===== src/hw/ubeirq_cfg.svh =====
`ifndef UBEIRQ_CFG_SVH
`define UBEIRQ_CFG_SVH
// Functional notes
// - an endpoint event sets its flag bit in its direction's flag register.
// - reading the source register clears the flag whose code that read returned.
// - writing one clears a flag bit, writing zero leaves it alone.
// - all flag and enable bits reset to zero.
// - endpoints 1 to 7 request when flag and enable are both set.
// - a cleared enable bit blocks requests for that endpoint.
// - endpoint 0 also needs the gate bit of its config register.
// - separate OUT and IN registers, bit n serves endpoint n.
// - IN flag sets when a packet leaves, OUT flag when one arrives.
// - all requests merge onto one interrupt line with a source code.
// - OUT0 has the best code, then IN0; lower codes win.

// register byte offsets on the bus
`define UBEIRQ_OFS_OUT_FLAGS 12'h000
`define UBEIRQ_OFS_IN_FLAGS 12'h004
`define UBEIRQ_OFS_OUT_EN 12'h008
`define UBEIRQ_OFS_IN_EN 12'h00C
`define UBEIRQ_OFS_OUT_CFG0 12'h010
`define UBEIRQ_OFS_IN_CFG0 12'h014
`define UBEIRQ_OFS_SRC 12'h018

// field positions and reset values
`define UBEIRQ_GATE_BIT 0
`define UBEIRQ_FLAG_RST 8'h00
`define UBEIRQ_EN_RST 8'h00
`define UBEIRQ_GATE_RST 1'b0

// source codes
`define UBEIRQ_CODE_NONE 8'h00
`define UBEIRQ_CODE_OUT0 8'h02
`define UBEIRQ_CODE_IN0 8'h04
`define UBEIRQ_CODE_OUT_BASE 8'h10
`define UBEIRQ_CODE_IN_BASE 8'h20
`endif


===== src/hw/ubeirq_pkg.sv =====
`include "ubeirq_cfg.svh"
package ubeirq_pkg;
  typedef logic [7:0] ubeirq_vec_t;
  typedef logic [7:0] ubeirq_code_t;
  typedef enum logic {UBEIRQ_DIR_OUT, UBEIRQ_DIR_IN} ubeirq_dir_t;

  // code of endpoint ep in direction dir; endpoint n>0 sits at base plus 2n
  function automatic ubeirq_code_t ubeirq_ep_code(input ubeirq_dir_t dir, input logic [2:0] ep);
    ubeirq_code_t base;
    base = (dir == UBEIRQ_DIR_OUT) ? `UBEIRQ_CODE_OUT_BASE : `UBEIRQ_CODE_IN_BASE;
    if (ep == 3'h0)
    begin
      return (dir == UBEIRQ_DIR_OUT) ? `UBEIRQ_CODE_OUT0 : `UBEIRQ_CODE_IN0;
    end
    return base + {4'h0, ep, 1'b0};
  endfunction : ubeirq_ep_code
endpackage : ubeirq_pkg


===== src/hw/ubeirq_flag_bank.sv =====
`timescale 1ns/100ps
module ubeirq_flag_bank #(
  parameter int NUM_EP = 8
) (
  input wire logic clk,
  input wire logic sys_rst,
  input wire logic [NUM_EP-1:0] set_vec,
  input wire logic [NUM_EP-1:0] w1c_vec,
  input wire logic [NUM_EP-1:0] rdclr_vec,
  output logic [NUM_EP-1:0] flag_q
);
  logic [NUM_EP-1:0] flag_d;

  // refuse endpoint counts that the eight-bit flag registers cannot hold
  if (NUM_EP < 1 || NUM_EP > 8)
  begin : g_bad_num_ep
    $error("flag bank serves 1 to 8 endpoints");
  end

  // set wins over either clear so an event in the clearing cycle is kept
  assign flag_d = (flag_q & ~(w1c_vec | rdclr_vec)) | set_vec;

  // flags start clear
  always_ff @(posedge clk or posedge sys_rst)
  begin
    if (sys_rst)
      flag_q <= '0;
    else
      flag_q <= flag_d;
  end
endmodule : ubeirq_flag_bank


===== src/hw/ubeirq_src_arb.sv =====
`timescale 1ns/100ps
`include "ubeirq_cfg.svh"
module ubeirq_src_arb #(
  parameter int NUM_EP = 8
) (
  input wire logic [NUM_EP-1:0] out_req,
  input wire logic [NUM_EP-1:0] in_req,
  output ubeirq_pkg::ubeirq_code_t code
);
  import ubeirq_pkg::*;

  // the code function takes a three-bit endpoint number
  if (NUM_EP < 1 || NUM_EP > 8)
  begin : g_bad_num_ep
    $error("arbiter serves 1 to 8 endpoints");
  end

  // walk from the weakest source up so the best pending one is left standing
  always_comb
  begin
    code = `UBEIRQ_CODE_NONE;
    for (int i = NUM_EP - 1; i >= 1; i--)
    begin
      if (in_req[i])
        code = ubeirq_ep_code(UBEIRQ_DIR_IN, 3'(i));
    end
    for (int i = NUM_EP - 1; i >= 1; i--)
    begin
      if (out_req[i])
        code = ubeirq_ep_code(UBEIRQ_DIR_OUT, 3'(i));
    end
    if (in_req[0])
      code = `UBEIRQ_CODE_IN0;
    if (out_req[0])
      code = `UBEIRQ_CODE_OUT0;
  end
endmodule : ubeirq_src_arb


===== src/hw/ubeirq_top.sv =====
`timescale 1ns/100ps
`include "ubeirq_cfg.svh"
module ubeirq_top (
  input wire logic clk,
  input wire logic sys_rst,
  input wire logic psel,
  input wire logic penable,
  input wire logic pwrite,
  input wire logic [11:0] paddr,
  input wire logic [31:0] pwdata,
  output logic [31:0] prdata,
  output logic pready,
  output logic pslverr,
  input wire ubeirq_pkg::ubeirq_vec_t out_pkt_in_evt,
  input wire ubeirq_pkg::ubeirq_vec_t in_pkt_out_evt,
  output logic usb_irq
);
  import ubeirq_pkg::*;

  localparam int NUM_EP = 8;

  logic setup_ph;
  logic access_ph;
  logic wr_fire;
  logic rd_fire;
  logic hit_out_flags;
  logic hit_in_flags;
  logic hit_out_en;
  logic hit_in_en;
  logic hit_out_cfg;
  logic hit_in_cfg;
  logic hit_src;
  logic mapped;
  ubeirq_vec_t out_flag_q;
  ubeirq_vec_t in_flag_q;
  ubeirq_vec_t out_en_q;
  ubeirq_vec_t in_en_q;
  logic out_gate_q;
  logic in_gate_q;
  ubeirq_vec_t out_w1c;
  ubeirq_vec_t in_w1c;
  ubeirq_vec_t out_rdclr;
  ubeirq_vec_t in_rdclr;
  ubeirq_vec_t out_req;
  ubeirq_vec_t in_req;
  ubeirq_code_t src_code;
  logic [31:0] rdata_d;
  logic [31:0] prdata_q;
  logic pslverr_q;
  logic src_rd_q;
  logic [31:0] out_cfg_word;
  logic [31:0] in_cfg_word;

  // bus phases; the slave never stretches the access phase
  assign setup_ph = psel & ~penable;
  assign access_ph = psel & penable;
  assign wr_fire = access_ph & pwrite;
  assign rd_fire = access_ph & ~pwrite;
  assign pready = access_ph;
  assign pslverr = access_ph & pslverr_q;
  assign prdata = prdata_q;

  // address decode, one aligned word per register
  assign hit_out_flags = (paddr == `UBEIRQ_OFS_OUT_FLAGS);
  assign hit_in_flags = (paddr == `UBEIRQ_OFS_IN_FLAGS);
  assign hit_out_en = (paddr == `UBEIRQ_OFS_OUT_EN);
  assign hit_in_en = (paddr == `UBEIRQ_OFS_IN_EN);
  assign hit_out_cfg = (paddr == `UBEIRQ_OFS_OUT_CFG0);
  assign hit_in_cfg = (paddr == `UBEIRQ_OFS_IN_CFG0);
  assign hit_src = (paddr == `UBEIRQ_OFS_SRC);
  assign mapped = hit_out_flags | hit_in_flags | hit_out_en | hit_in_en | hit_out_cfg | hit_in_cfg | hit_src;

  // write-one-to-clear strobes; the reserved upper three bytes are simply dropped
  assign out_w1c = (wr_fire & hit_out_flags) ? pwdata[7:0] : 8'h00;
  assign in_w1c = (wr_fire & hit_in_flags) ? pwdata[7:0] : 8'h00;

  // a source read clears the flag whose code was latched in its setup cycle,
  // so a flag that rises between setup and access is not cleared unseen
  genvar g;
  generate
    for (g = 0; g < NUM_EP; g++)
    begin : g_rdclr
      assign out_rdclr[g] = rd_fire & src_rd_q & (prdata_q[7:0] == ubeirq_ep_code(UBEIRQ_DIR_OUT, 3'(g)));
      assign in_rdclr[g] = rd_fire & src_rd_q & (prdata_q[7:0] == ubeirq_ep_code(UBEIRQ_DIR_IN, 3'(g)));
    end
  endgenerate

  // OUT flags follow packets moved into the buffer
  ubeirq_flag_bank #(
    .NUM_EP(NUM_EP)
  ) u_out_flags (
    .clk(clk),
    .sys_rst(sys_rst),
    .set_vec(out_pkt_in_evt),
    .w1c_vec(out_w1c),
    .rdclr_vec(out_rdclr),
    .flag_q(out_flag_q)
  );

  // IN flags follow packets leaving the buffer
  ubeirq_flag_bank #(
    .NUM_EP(NUM_EP)
  ) u_in_flags (
    .clk(clk),
    .sys_rst(sys_rst),
    .set_vec(in_pkt_out_evt),
    .w1c_vec(in_w1c),
    .rdclr_vec(in_rdclr),
    .flag_q(in_flag_q)
  );

  // enable storage, plain read/write with no side effect
  always_ff @(posedge clk or posedge sys_rst)
  begin
    if (sys_rst)
    begin
      out_en_q <= `UBEIRQ_EN_RST;
      in_en_q <= `UBEIRQ_EN_RST;
    end
    else
    begin
      if (wr_fire & hit_out_en)
        out_en_q <= pwdata[7:0];
      if (wr_fire & hit_in_en)
        in_en_q <= pwdata[7:0];
    end
  end

  // endpoint zero gate bits held in their config words
  always_ff @(posedge clk or posedge sys_rst)
  begin
    if (sys_rst)
    begin
      out_gate_q <= `UBEIRQ_GATE_RST;
      in_gate_q <= `UBEIRQ_GATE_RST;
    end
    else
    begin
      if (wr_fire & hit_out_cfg)
        out_gate_q <= pwdata[`UBEIRQ_GATE_BIT];
      if (wr_fire & hit_in_cfg)
        in_gate_q <= pwdata[`UBEIRQ_GATE_BIT];
    end
  end

  // request gating: endpoint 0 needs its extra gate, the rest only the enable
  assign out_req = out_flag_q & out_en_q & {7'h7F, out_gate_q};
  assign in_req = in_flag_q & in_en_q & {7'h7F, in_gate_q};

  // one interrupt line for every endpoint source
  assign usb_irq = (|out_req) | (|in_req);

  ubeirq_src_arb #(
    .NUM_EP(NUM_EP)
  ) u_arb (
    .out_req(out_req),
    .in_req(in_req),
    .code(src_code)
  );

  // read data; reserved bits read as zero
  assign out_cfg_word = {31'h00000000, out_gate_q} << `UBEIRQ_GATE_BIT;
  assign in_cfg_word = {31'h00000000, in_gate_q} << `UBEIRQ_GATE_BIT;
  assign rdata_d = hit_out_flags ? {24'h000000, out_flag_q} :
                   hit_in_flags ? {24'h000000, in_flag_q} :
                   hit_out_en ? {24'h000000, out_en_q} :
                   hit_in_en ? {24'h000000, in_en_q} :
                   hit_out_cfg ? out_cfg_word :
                   hit_in_cfg ? in_cfg_word :
                   hit_src ? {24'h000000, src_code} :
                   32'h00000000;

  // read data is captured in the setup cycle so it comes from a flop
  // and still answers with no wait state
  always_ff @(posedge clk or posedge sys_rst)
  begin
    if (sys_rst)
    begin
      prdata_q <= 32'h00000000;
      pslverr_q <= 1'b0;
      src_rd_q <= 1'b0;
    end
    else if (setup_ph)
    begin
      prdata_q <= pwrite ? 32'h00000000 : rdata_d;
      pslverr_q <= ~mapped;
      src_rd_q <= hit_src & ~pwrite;
    end
  end
endmodule : ubeirq_top


===== config.mk =====
export PLATFORM = sky130hd
export DESIGN_NAME = ubeirq_top
export DESIGN_NICKNAME = d
export VERILOG_FILES = /design/src/hw/ubeirq_pkg.sv /design/src/hw/ubeirq_flag_bank.sv /design/src/hw/ubeirq_src_arb.sv /design/src/hw/ubeirq_top.sv
export VERILOG_INCLUDE_DIRS = /design/src /design/src/hw
export SDC_FILE = /design/constraint.sdc
export NUM_CORES = 1
export LEC_CHECK = 0
export BUFFER_PORTS_ARGS = -buffer_cell sky130_fd_sc_hd__buf_4
export CORE_UTILIZATION = 46
export CTS_BUF_LIST = sky130_fd_sc_hd__clkbuf_4 sky130_fd_sc_hd__clkbuf_8
export DETAILED_ROUTE_END_ITERATION = 6
export GPL_TIMING_DRIVEN = 0
export PLACE_DENSITY = 0.78
export REMOVE_ABC_BUFFERS = 1
export SLEW_MARGIN = 0
export SYNTH_ARGS = -nofsm -noshare
export SYNTH_HDL_FRONTEND = slang
export SYNTH_SLANG_ARGS = --single-unit

===== constraint.sdc =====
create_clock -name clk -period 1.8 [get_ports clk]
set_input_delay 0 -clock clk [delete_from_list [all_inputs] [get_ports clk]]
set_output_delay 0 -clock clk [all_outputs]
set_load 0.02 [all_outputs]

Word level (Yosys, flattened, before mapping)
Cells that the tools add are included.

operators by class
  equal/unequal tests = 22
  muxes and demuxes = 26
  bitwise gates (word level) = 51
  reduce and logical (&&, ||, !) cells = 3

operator list
  kind                                            count
  two-way mux 6 bit                               16
  two-way mux 8 bit                               10
  == test 8 x 5 -> 1 bit, second input constant   7
  == test 8 x 6 -> 1 bit, second input constant   7
  AND 8 bit                                       6
  == test 12 x 5 -> 1 bit, second input constant  3
  OR 8 bit                                        4
  AND 1 bit                                       29
  == test 12 x 4 -> 1 bit, second input constant  2
  inverter 8 bit                                  2
  OR reduction 8 bit                              2
  == test 12 x 3 -> 1 bit, second input constant  1
  logical NOT 12 bit                              1
  == test 8 x 2 -> 1 bit, second input constant   1
  == test 8 x 3 -> 1 bit, second input constant   1
  OR 1 bit                                        7
  inverter 1 bit                                  3

word-level totals
  flip-flop bits (word level) = 68
  bits of input ports = 65
  output and inout port bits = 35

Longest topological paths before layout
Gate-level depths: netlist (run 1).

  depth after elaboration = 26
  depth in mapped cells = 7

By module
A second synthesis (run 1) with hierarchy kept.

unflattened totals
  cells, all modules = 362
  area, all modules = 3141.8 um2

modules (own cells, without submodules)
  module            times used  cells an instance  area an instance (um2)  sequential area each (um2)
  ubeirq_top        1           275                2341.0                  700.7
  ubeirq_flag_bank  2           25                 294.0                   200.2
  ubeirq_src_arb    1           37                 212.7                   0.0

Worst setup path after synthesis (run 1)
No wires, ideal clock.

  path kind = reg2reg
  start point = reg prdata_q[7] (netlist: prdata[7])
  end point = reg u_out_flags.flag_q[7]
  setup time = 0.120 ns
  arrival time = 1.782 ns
  slack = -0.103 ns
  stages on the path, launching flop included = 7
  path through = dfrtp_1 -> nor4b_1 -> nand2_1 -> nor3b_1 -> and2_1 -> nand3_1 -> a31o_2

between the ends
  word-level cells in the longest chain between the ends = 6

RTL lines
  item                       line                    text
  start, declared            ubeirq_top.sv:48        logic [31:0] prdata_q;
  start signal, assigned     ubeirq_top.sv:185       prdata_q <= pwrite ? 32'h00000000 : rdata_d;
  == test 8 x 5 -> 1 bit     ubeirq_top.sv:83        assign out_rdclr[g] = rd_fire & src_rd_q & (prdata_q[7:0] == ubeirq_ep_code(UBEIRQ_DIR_OUT, 3'(g)));
  AND 1 bit                  ubeirq_top.sv:83
  OR 8 bit                   ubeirq_flag_bank.sv:21  assign flag_d = (flag_q & ~(w1c_vec | rdclr_vec)) | set_vec;
  inverter 8 bit             ubeirq_flag_bank.sv:21
  AND 8 bit                  ubeirq_flag_bank.sv:21
  OR 8 bit                   ubeirq_flag_bank.sv:21
  net u_out_flags.flag_d[7]  ubeirq_flag_bank.sv:12  logic [NUM_EP-1:0] flag_d;
  end signal, assigned       ubeirq_flag_bank.sv:29  flag_q <= flag_d;
  end, declared              ubeirq_flag_bank.sv:10  output logic [NUM_EP-1:0] flag_q

The timed path passes the listed nets, and every way through them passes these cells.
A chain may end at the register's enable or synchronous reset.

Final worst setup path (run 1)
  start point = reg prdata_q[6] (netlist: prdata[6])
  end point = reg u_out_flags.flag_q[4]

Same word-level chain as after synthesis.

==> impl_results.md, run 1 <==
- Most frequent cells in the layout: 52 x buf_4, 47 x nand2_1, 44 x dfrtp_1
- Main synth FF type: dfrtp_1
- Final Skew: 12.51 ps
- CTS clk-pin slew, worst paths: about 80 ps
- Overflow after GRT: 0
- GP Congestion: 0.9238
- Post-Synth XOR/XNOR Area: 0%
- Placed cell area: around 0.0031 mm^2
- Reg2Reg Launch Point: prdata[6]
- Number of CTS-inserted buffers: 5
- Unrepaired setup endpoints after global routing: true
- Die width: ~79 um
- Mux share of post-synthesis cell area: 10.62%
- Ys Warns: 0
- Worst setup path start: prdata[6]
- Filler cells: 501
- Worst path required time: approximately 2000 ps
- Fin cells: 433
- Die Ht: 78.76 um
- # DRC: 0
- CTS Sinks: 44
- Core area: between 0.005 and 0.006 mm^2
- Final setup violation count: 0
- GRT Util Overall: between 20% and 30%
- Via density: slightly below 6
- #FFs+latches synth: 44
- Crit. End Element: flip-flop
- Longest Clk Path Bufs: 2
- Tcrit/Tclk final: a little over nine tenths
- Post-DRT Antenna Nets: 0
- Fin. max-slew vios: 0
- Simple-gate share of the synthesized area: 23.96%
- Sequential Power Share: 50.8%
- HP Start: paddr[4]
- Post-layout min period: 1779 ps
- Final hold vios: 0
- CTS tree: built
- Detailed-route via count: between 2,000 and 3,000
- Nets: approximately 430
- R2R cell count: 6
- Area grow syn2layout: 28.72%
- Share of cells above drive strength 1: between 30 and 40%
- Net Switching: approximately 500 uW
- Crit Path Category: flip-flop to flip-flop
- Pre-Repair DR Iteration Count: 5
- Worst hold endpoint: pslverr_q
- Syn Inst Count: between 200 and 300
- Root Driver: clkbuf_8
- Starting Density: roughly half
- Slew headroom: between 40% and 50%
- Critical path's largest stage delay: roughly 410 ps
- Syn avg cell area: around 9.6 um^2
- WP buf/inv: 1
- I/O pins: 100
- Commonest non-fill, non-tap cell in the layout: buf_4
- Overall power: about 2 mW
- Sequential share of the synthesized area: around two fifths
- Cell Area, Synth: between 0.002 and 0.003 mm^2
- Post-synth EDFFs: 0
- Initial DRC count: 236
- Cell family with most CP delay: simple AND/OR/NAND/NOR gates
- Clk Latency, worst-skew pair: 310 ps
- LEAKAGE: 1.476 nW
- MaxCap Viol Count: 0
- PD cells: 559.8 mW/mm^2
- Combinational power share: 14.1%
- Internal cell power: 1.456 mW
- R2R Path End: u_out_flags.flag_q[4]
- Final Instance Area: 0.003488 mm^2
- Cells after DPL: 398
- Tightest Hold Check Type: primary input to flip-flop
- VDD IR-drop max: ~270 uV
- Sw Share: 25.44%
- Fin util: 62.20%
- Setup slack, reg-to-reg: 20 ps
- Fraction of registers with async set/reset: 100.0%
- Largest net degree at the start of global routing: 26
- Post-synthesis adder-cell area fraction: 0%
- Status: completed
- Post-DP HPWL: 5178 um
- Unique masters post-synth: 43
- DRT Wirelength: between 7000 and 8000 um
- ANT cells: 0
- Largest family of logic cells by synthesized area: simple AND/OR/NAND/NOR gates
- Worst Max-Slew Pin Slew: approximately 760 ps
- H-tree level count: 2
- Initial antenna violation count: 0
- CP startpoint kind: flip-flop
- CP Max Fanout: 3
- WL/cell: 16.92 um
- Vias in the first global route: between 2,000 and 2,500
- Port bufs: 51
- Crit-path slowest cell: dfrtp_1
- Num rows: 27
- Critical Path AT: between 1500 and 2000 ps
- Synth Area in Compound Gates: roughly 16%
- F_max: ~560 MHz
- Clock Power Share: 35.1%
- Worst hold path stage count: 3
- Worst path cell trace: nor4b_2 -> nand2_2 -> nor3b_4 -> buf_4 -> nand3_1 -> a31o_2
- First-pass GRT wire length: 11,830 um
- Die area: between 0.006 and 0.007 mm^2
-- worst max path at each step --
stage / slack (ps) / to / cells past startpoint
2_1_floorplan: -100 / u_out_flags.flag_q[7] / 6
3_3_place_gp: -460 / u_out_flags.flag_q[7] / 6
3_5_place_dp: -490 / u_in_flags.flag_q[6] / 5
4_1_cts: 20 / u_out_flags.flag_q[4] / 6
5_1_grt: -50 / u_out_flags.flag_q[7] / 6
6_report: 20 / u_out_flags.flag_q[4] / 6
-- cells in the mapped netlist, types with 5 or more instances --
cell | n | area [um^2]
nor3_1 | 5 | 25.02
o21ai_0 | 12 | 60.06
mux2_2 | 17 | 191.4
a22o_1 | 5 | 43.79
nor2b_1 | 6 | 37.54
nand3_1 | 15 | 75.07
dfrtp_1 | 44 | 1101
a31o_2 | 16 | 140.1
buf_4 | 24 | 180.2
nor2_1 | 15 | 56.30
a21oi_1 | 8 | 40.04
nand2_1 | 48 | 180.2
nand4_1 | 5 | 31.28
-- state kept, by name, summed over array words and instances (netlist names) --
name / count
in_en_q: 8
out_en_q: 8
prdata: 8
u_in_flags.flag_q: 8
u_out_flags.flag_q: 8
in_gate_q: 1
out_gate_q: 1
pslverr_q: 1
src_rd_q: 1
-- final cells by class --
class / instances / area [um^2] / share of cell area (%)
timing repair buffer: 79 / 671.9 / 19.26
sequential: 44 / 1101 / 31.56
tap: 72 / 90.09 / 2.582
clock buffer: 8 / 97.59 / 2.798
multi-input combinational: 227 / 1516 / 43.47
inverter: 3 / 11.26 / 0.3228
-- worst register-to-register path: cells and delay by family, from the launching register on --
kind / cells / cell delay, ps
AO/OA/AOI/OAI: 1 / 280
buffers and inverters: 1 / 180
flip-flops: 1 / 410
AND/OR/NAND/NOR: 4 / 810
-- power by group through the flow --
stage / clock network (mW) / logic, mW / registers, mW
2_1_floorplan: 0 / 0.105 / 1.01
3_3_place_gp: 0 / 0.220 / 1.01
3_5_place_dp: 0 / 0.229 / 1.01
4_1_cts: 0.690 / 0.273 / 0.992
5_1_grt: 0.723 / 0.298 / 0.993
6_report: 0.685 / 0.276 / 0.992
-- repair_timing --
item	CTS	global route
endpoints found under the hold margin	53	0
pin swaps	3	4
hold buffers	25	0
resized for setup	7	5
setup buffers	2	0
endpoints found under the setup margin	14	13
-- kinds of logic after synthesis --
family                 after synthesis
other                                1
buffers and inverters               34
DFF                                 44
muxes                               24
AOI/OAI and AO/OA                   60
and+or+nand+nor                    119
-- per-stage QoR --
| stage | worst slack, ps | TNS (ps) | hold slack [ps] |
|---|---|---|---|
| 2_1_floorplan | -102.6 | -529.0 | 105.1 |
| 3_3_place_gp | -457.8 | -6490 | 189.7 |
| 3_5_place_dp | -487.6 | -7035 | 37.39 |
| 4_1_cts | 23.96 | 0 | 100.5 |
| 5_1_grt | -46.48 | -89.93 | 133.5 |
| 6_report | 20.51 | 0 | 93.10 |
-- metal layers --
layer / vias to the layer above / track usage, % / share of wire [%]
li1: 1150 / - / -
met1: 1200 / 33.95 / 42
met2: 134 / 40.61 / 48
met3: 18 / 4.253 / 8.8
met4: 0 / 8.704 / 1.5
met5: - / 0 / 0
Note: power is estimated with default switching activity, not from simulation.
==> run 2, diff against run 1 <==
BUFFER_PORTS_ARGS = -buffer_cell sky130_fd_sc_hd__buf_2   (was -buffer_cell sky130_fd_sc_hd__buf_4)
==> run 2 against run 1 <==
  * Critical path depth stayed put
  * Sequential power hardly changed
  * Maximum frequency is 0.20% lower
  * Design area is 2.5% lower
  * Total power is 2.7% higher
  * Global-route usage is 1.1 points lower
  * Core utilization is 1.5 points lower
  * Clock skew is 7.0 ps lower
  * Sequential share of layout area is 0.80 points higher
  * Die area stayed put
  * Register-to-register slack hardly changed
  * Largest power group unchanged
  * Highest routed layer unchanged
==> impl_results.md, run 2 (synthesis results as in run 1) <==
- DRT Wirelength: approximately 7000 um
- Area grow syn2layout: 25.53%
- Critical path's largest stage delay: 410 ps
- Worst path required time: 1990 ps
- GRT Util Overall: a little under a quarter
- Crit. End Element: flip-flop
- Overflow after GRT: 0
- Worst path cell trace: nor4b_2 -> nand2_2 -> nor3b_4 -> and2_4 -> nand3_2 -> a31o_2
- VDD IR-drop max: between 200 and 300 uV
- Final hold vios: 0
- Unrepaired setup endpoints after global routing: true
- Critical Path AT: 1980 ps
- CP startpoint kind: flip-flop
- Final Skew: between 5 and 6 ps
- Starting Density: 48.33%
- Commonest non-fill, non-tap cell in the layout: buf_2
- Die width: slightly below 80 um
- GR peak layer: met2
- Core area: about 0.0056 mm^2
- Tightest Hold Check Type: primary input to flip-flop
- Number of CTS-inserted buffers: 5
- DP Worst Slack: -467.2 ps
- Fin. max-slew vios: 0
- Crit Path Category: flip-flop to flip-flop
- Pre-Repair DR Iteration Count: 5
- First-pass GRT wire length: around 11,000 um
- Via density: roughly 5.8
- PD cells: 589.4 mW/mm^2
- Cells after DPL: 398
- MaxCap Viol Count: 0
- Global routing met1 resource utilization: 33.83%
- Initial DRC count: a little over 300
- CTS clk-pin slew, worst paths: approximately 80 ps
- Post-DRT Antenna Nets: 0
- Root Driver: clkbuf_8
- Crit-path slowest cell: dfrtp_1
- Initial antenna violation count: 0
- Num rows: 27
- GP Congestion: approximately 0.92
- Longest Clk Path Bufs: 2
- Die area: 0.006202 mm^2
- # DRC: 0
- Fin cells: around 430
- Final WS setup: approximately 17 ps
- Tcrit/Tclk final: between 90 and 100%
- Die Ht: between 70 and 80 um
- I/O pins: 100
- Worst Max-Slew Pin Slew: between 700 and 800 ps
- CTS tree: built
- Vias in the first global route: around 2,300
- Most frequent cells in the layout: 51 x buf_2, 47 x nand2_1, 44 x dfrtp_1
- F_max: roughly 560 MHz
- LEAKAGE: around 1.5 nW
- Share of cells above drive strength 1: a little under a third
- Final hold slack: ~11 ps
- Post-layout min period: roughly 1800 ps
- GR Layer Usage met3: under 10%
- Nets: between 400 and 500
- Slew headroom: 49.41%
- WL/cell: roughly 16 um
- CTS Sinks: 44
- Overall power: 2.005 mW
- Largest net degree at the start of global routing: 24
- Port bufs: roughly 50
- Detailed-route via count: around 2,500
- ANT cells: 0
- Post-DP HPWL: approximately 5100 um
- Final setup violation count: 0
- CP Max Fanout: 3
- Status: completed
- Met2 Use GR: between 30% and 40%
- Clk Latency, worst-skew pair: ~300 ps
- H-tree level count: 2
==> run 2: cell type report <==
cell class | instances | area [um^2]
Multi-Input combinational cell | 227 | 1543
Timing Repair Buffer | 78 | 545.5
Fill cell | 500 | 2206
Clock buffer | 6 | 76.32
Sequential cell | 44 | 1101
Tap cell | 72 | 90.09
Inverter | 3 | 11.26
Clock inverter | 2 | 35.03
==> run 2: worst paths after layout <==
check / cells past startpoint / start / slack [ps] / end
setup / recovery: 6 / prdata[6] / 20 / u_out_flags.flag_q[7]
hold / removal: 2 / pwdata[0] / 10 / out_gate_q
setup reg to reg: 6 / prdata[6] / 20 / u_out_flags.flag_q[7]
hold reg to reg: 2 / pslverr_q / 480 / pslverr_q
max in group asynchronous: 4 / sys_rst / 1030 / in_en_q[1]
min in group asynchronous: 3 / sys_rst / 290 / u_in_flags.flag_q[2]
==> run 2: stage by stage <==
stage               cell area (um^2)  utilization (%)  TNS, ps
floorplan                       2580                -   -529.0
global placement                2925            52.16    -6565
detailed placement              2953            52.66    -7255
CTS                             3353            59.79        0
global route                    3402            60.66   -102.6
finish                          3402            60.66        0
==> run 2: repair_timing <==
action / CTS / global route
pin swaps: 3 / 8
endpoints found under the hold margin: 52 / 0
hold buffers: 24 / 0
buffers inserted: 2 / 0
setup endpoints to repair: 14 / 15
resized for setup: 7 / 10
==> run 2: routing by layer <==
layer  part of all wire, %  vias to the layer above
li1                      -                     1140
met1                    41                     1202
met2                    48                      161
met3                   9.5                       11
met4                   1.5                        0
met5                     0                        -
==> run 2: critical path, delay by kind of cell (launching register included) <==
kind,cells,cell delay (ps)
simple gates,5,1030
compound gates,1,240
flops,1,410
==> run 2: where the power goes <==
part	switching, mW	internal (mW)
combinational	0.151	0.0958
sequential	0.00161	0.990
clock	0.339	0.427
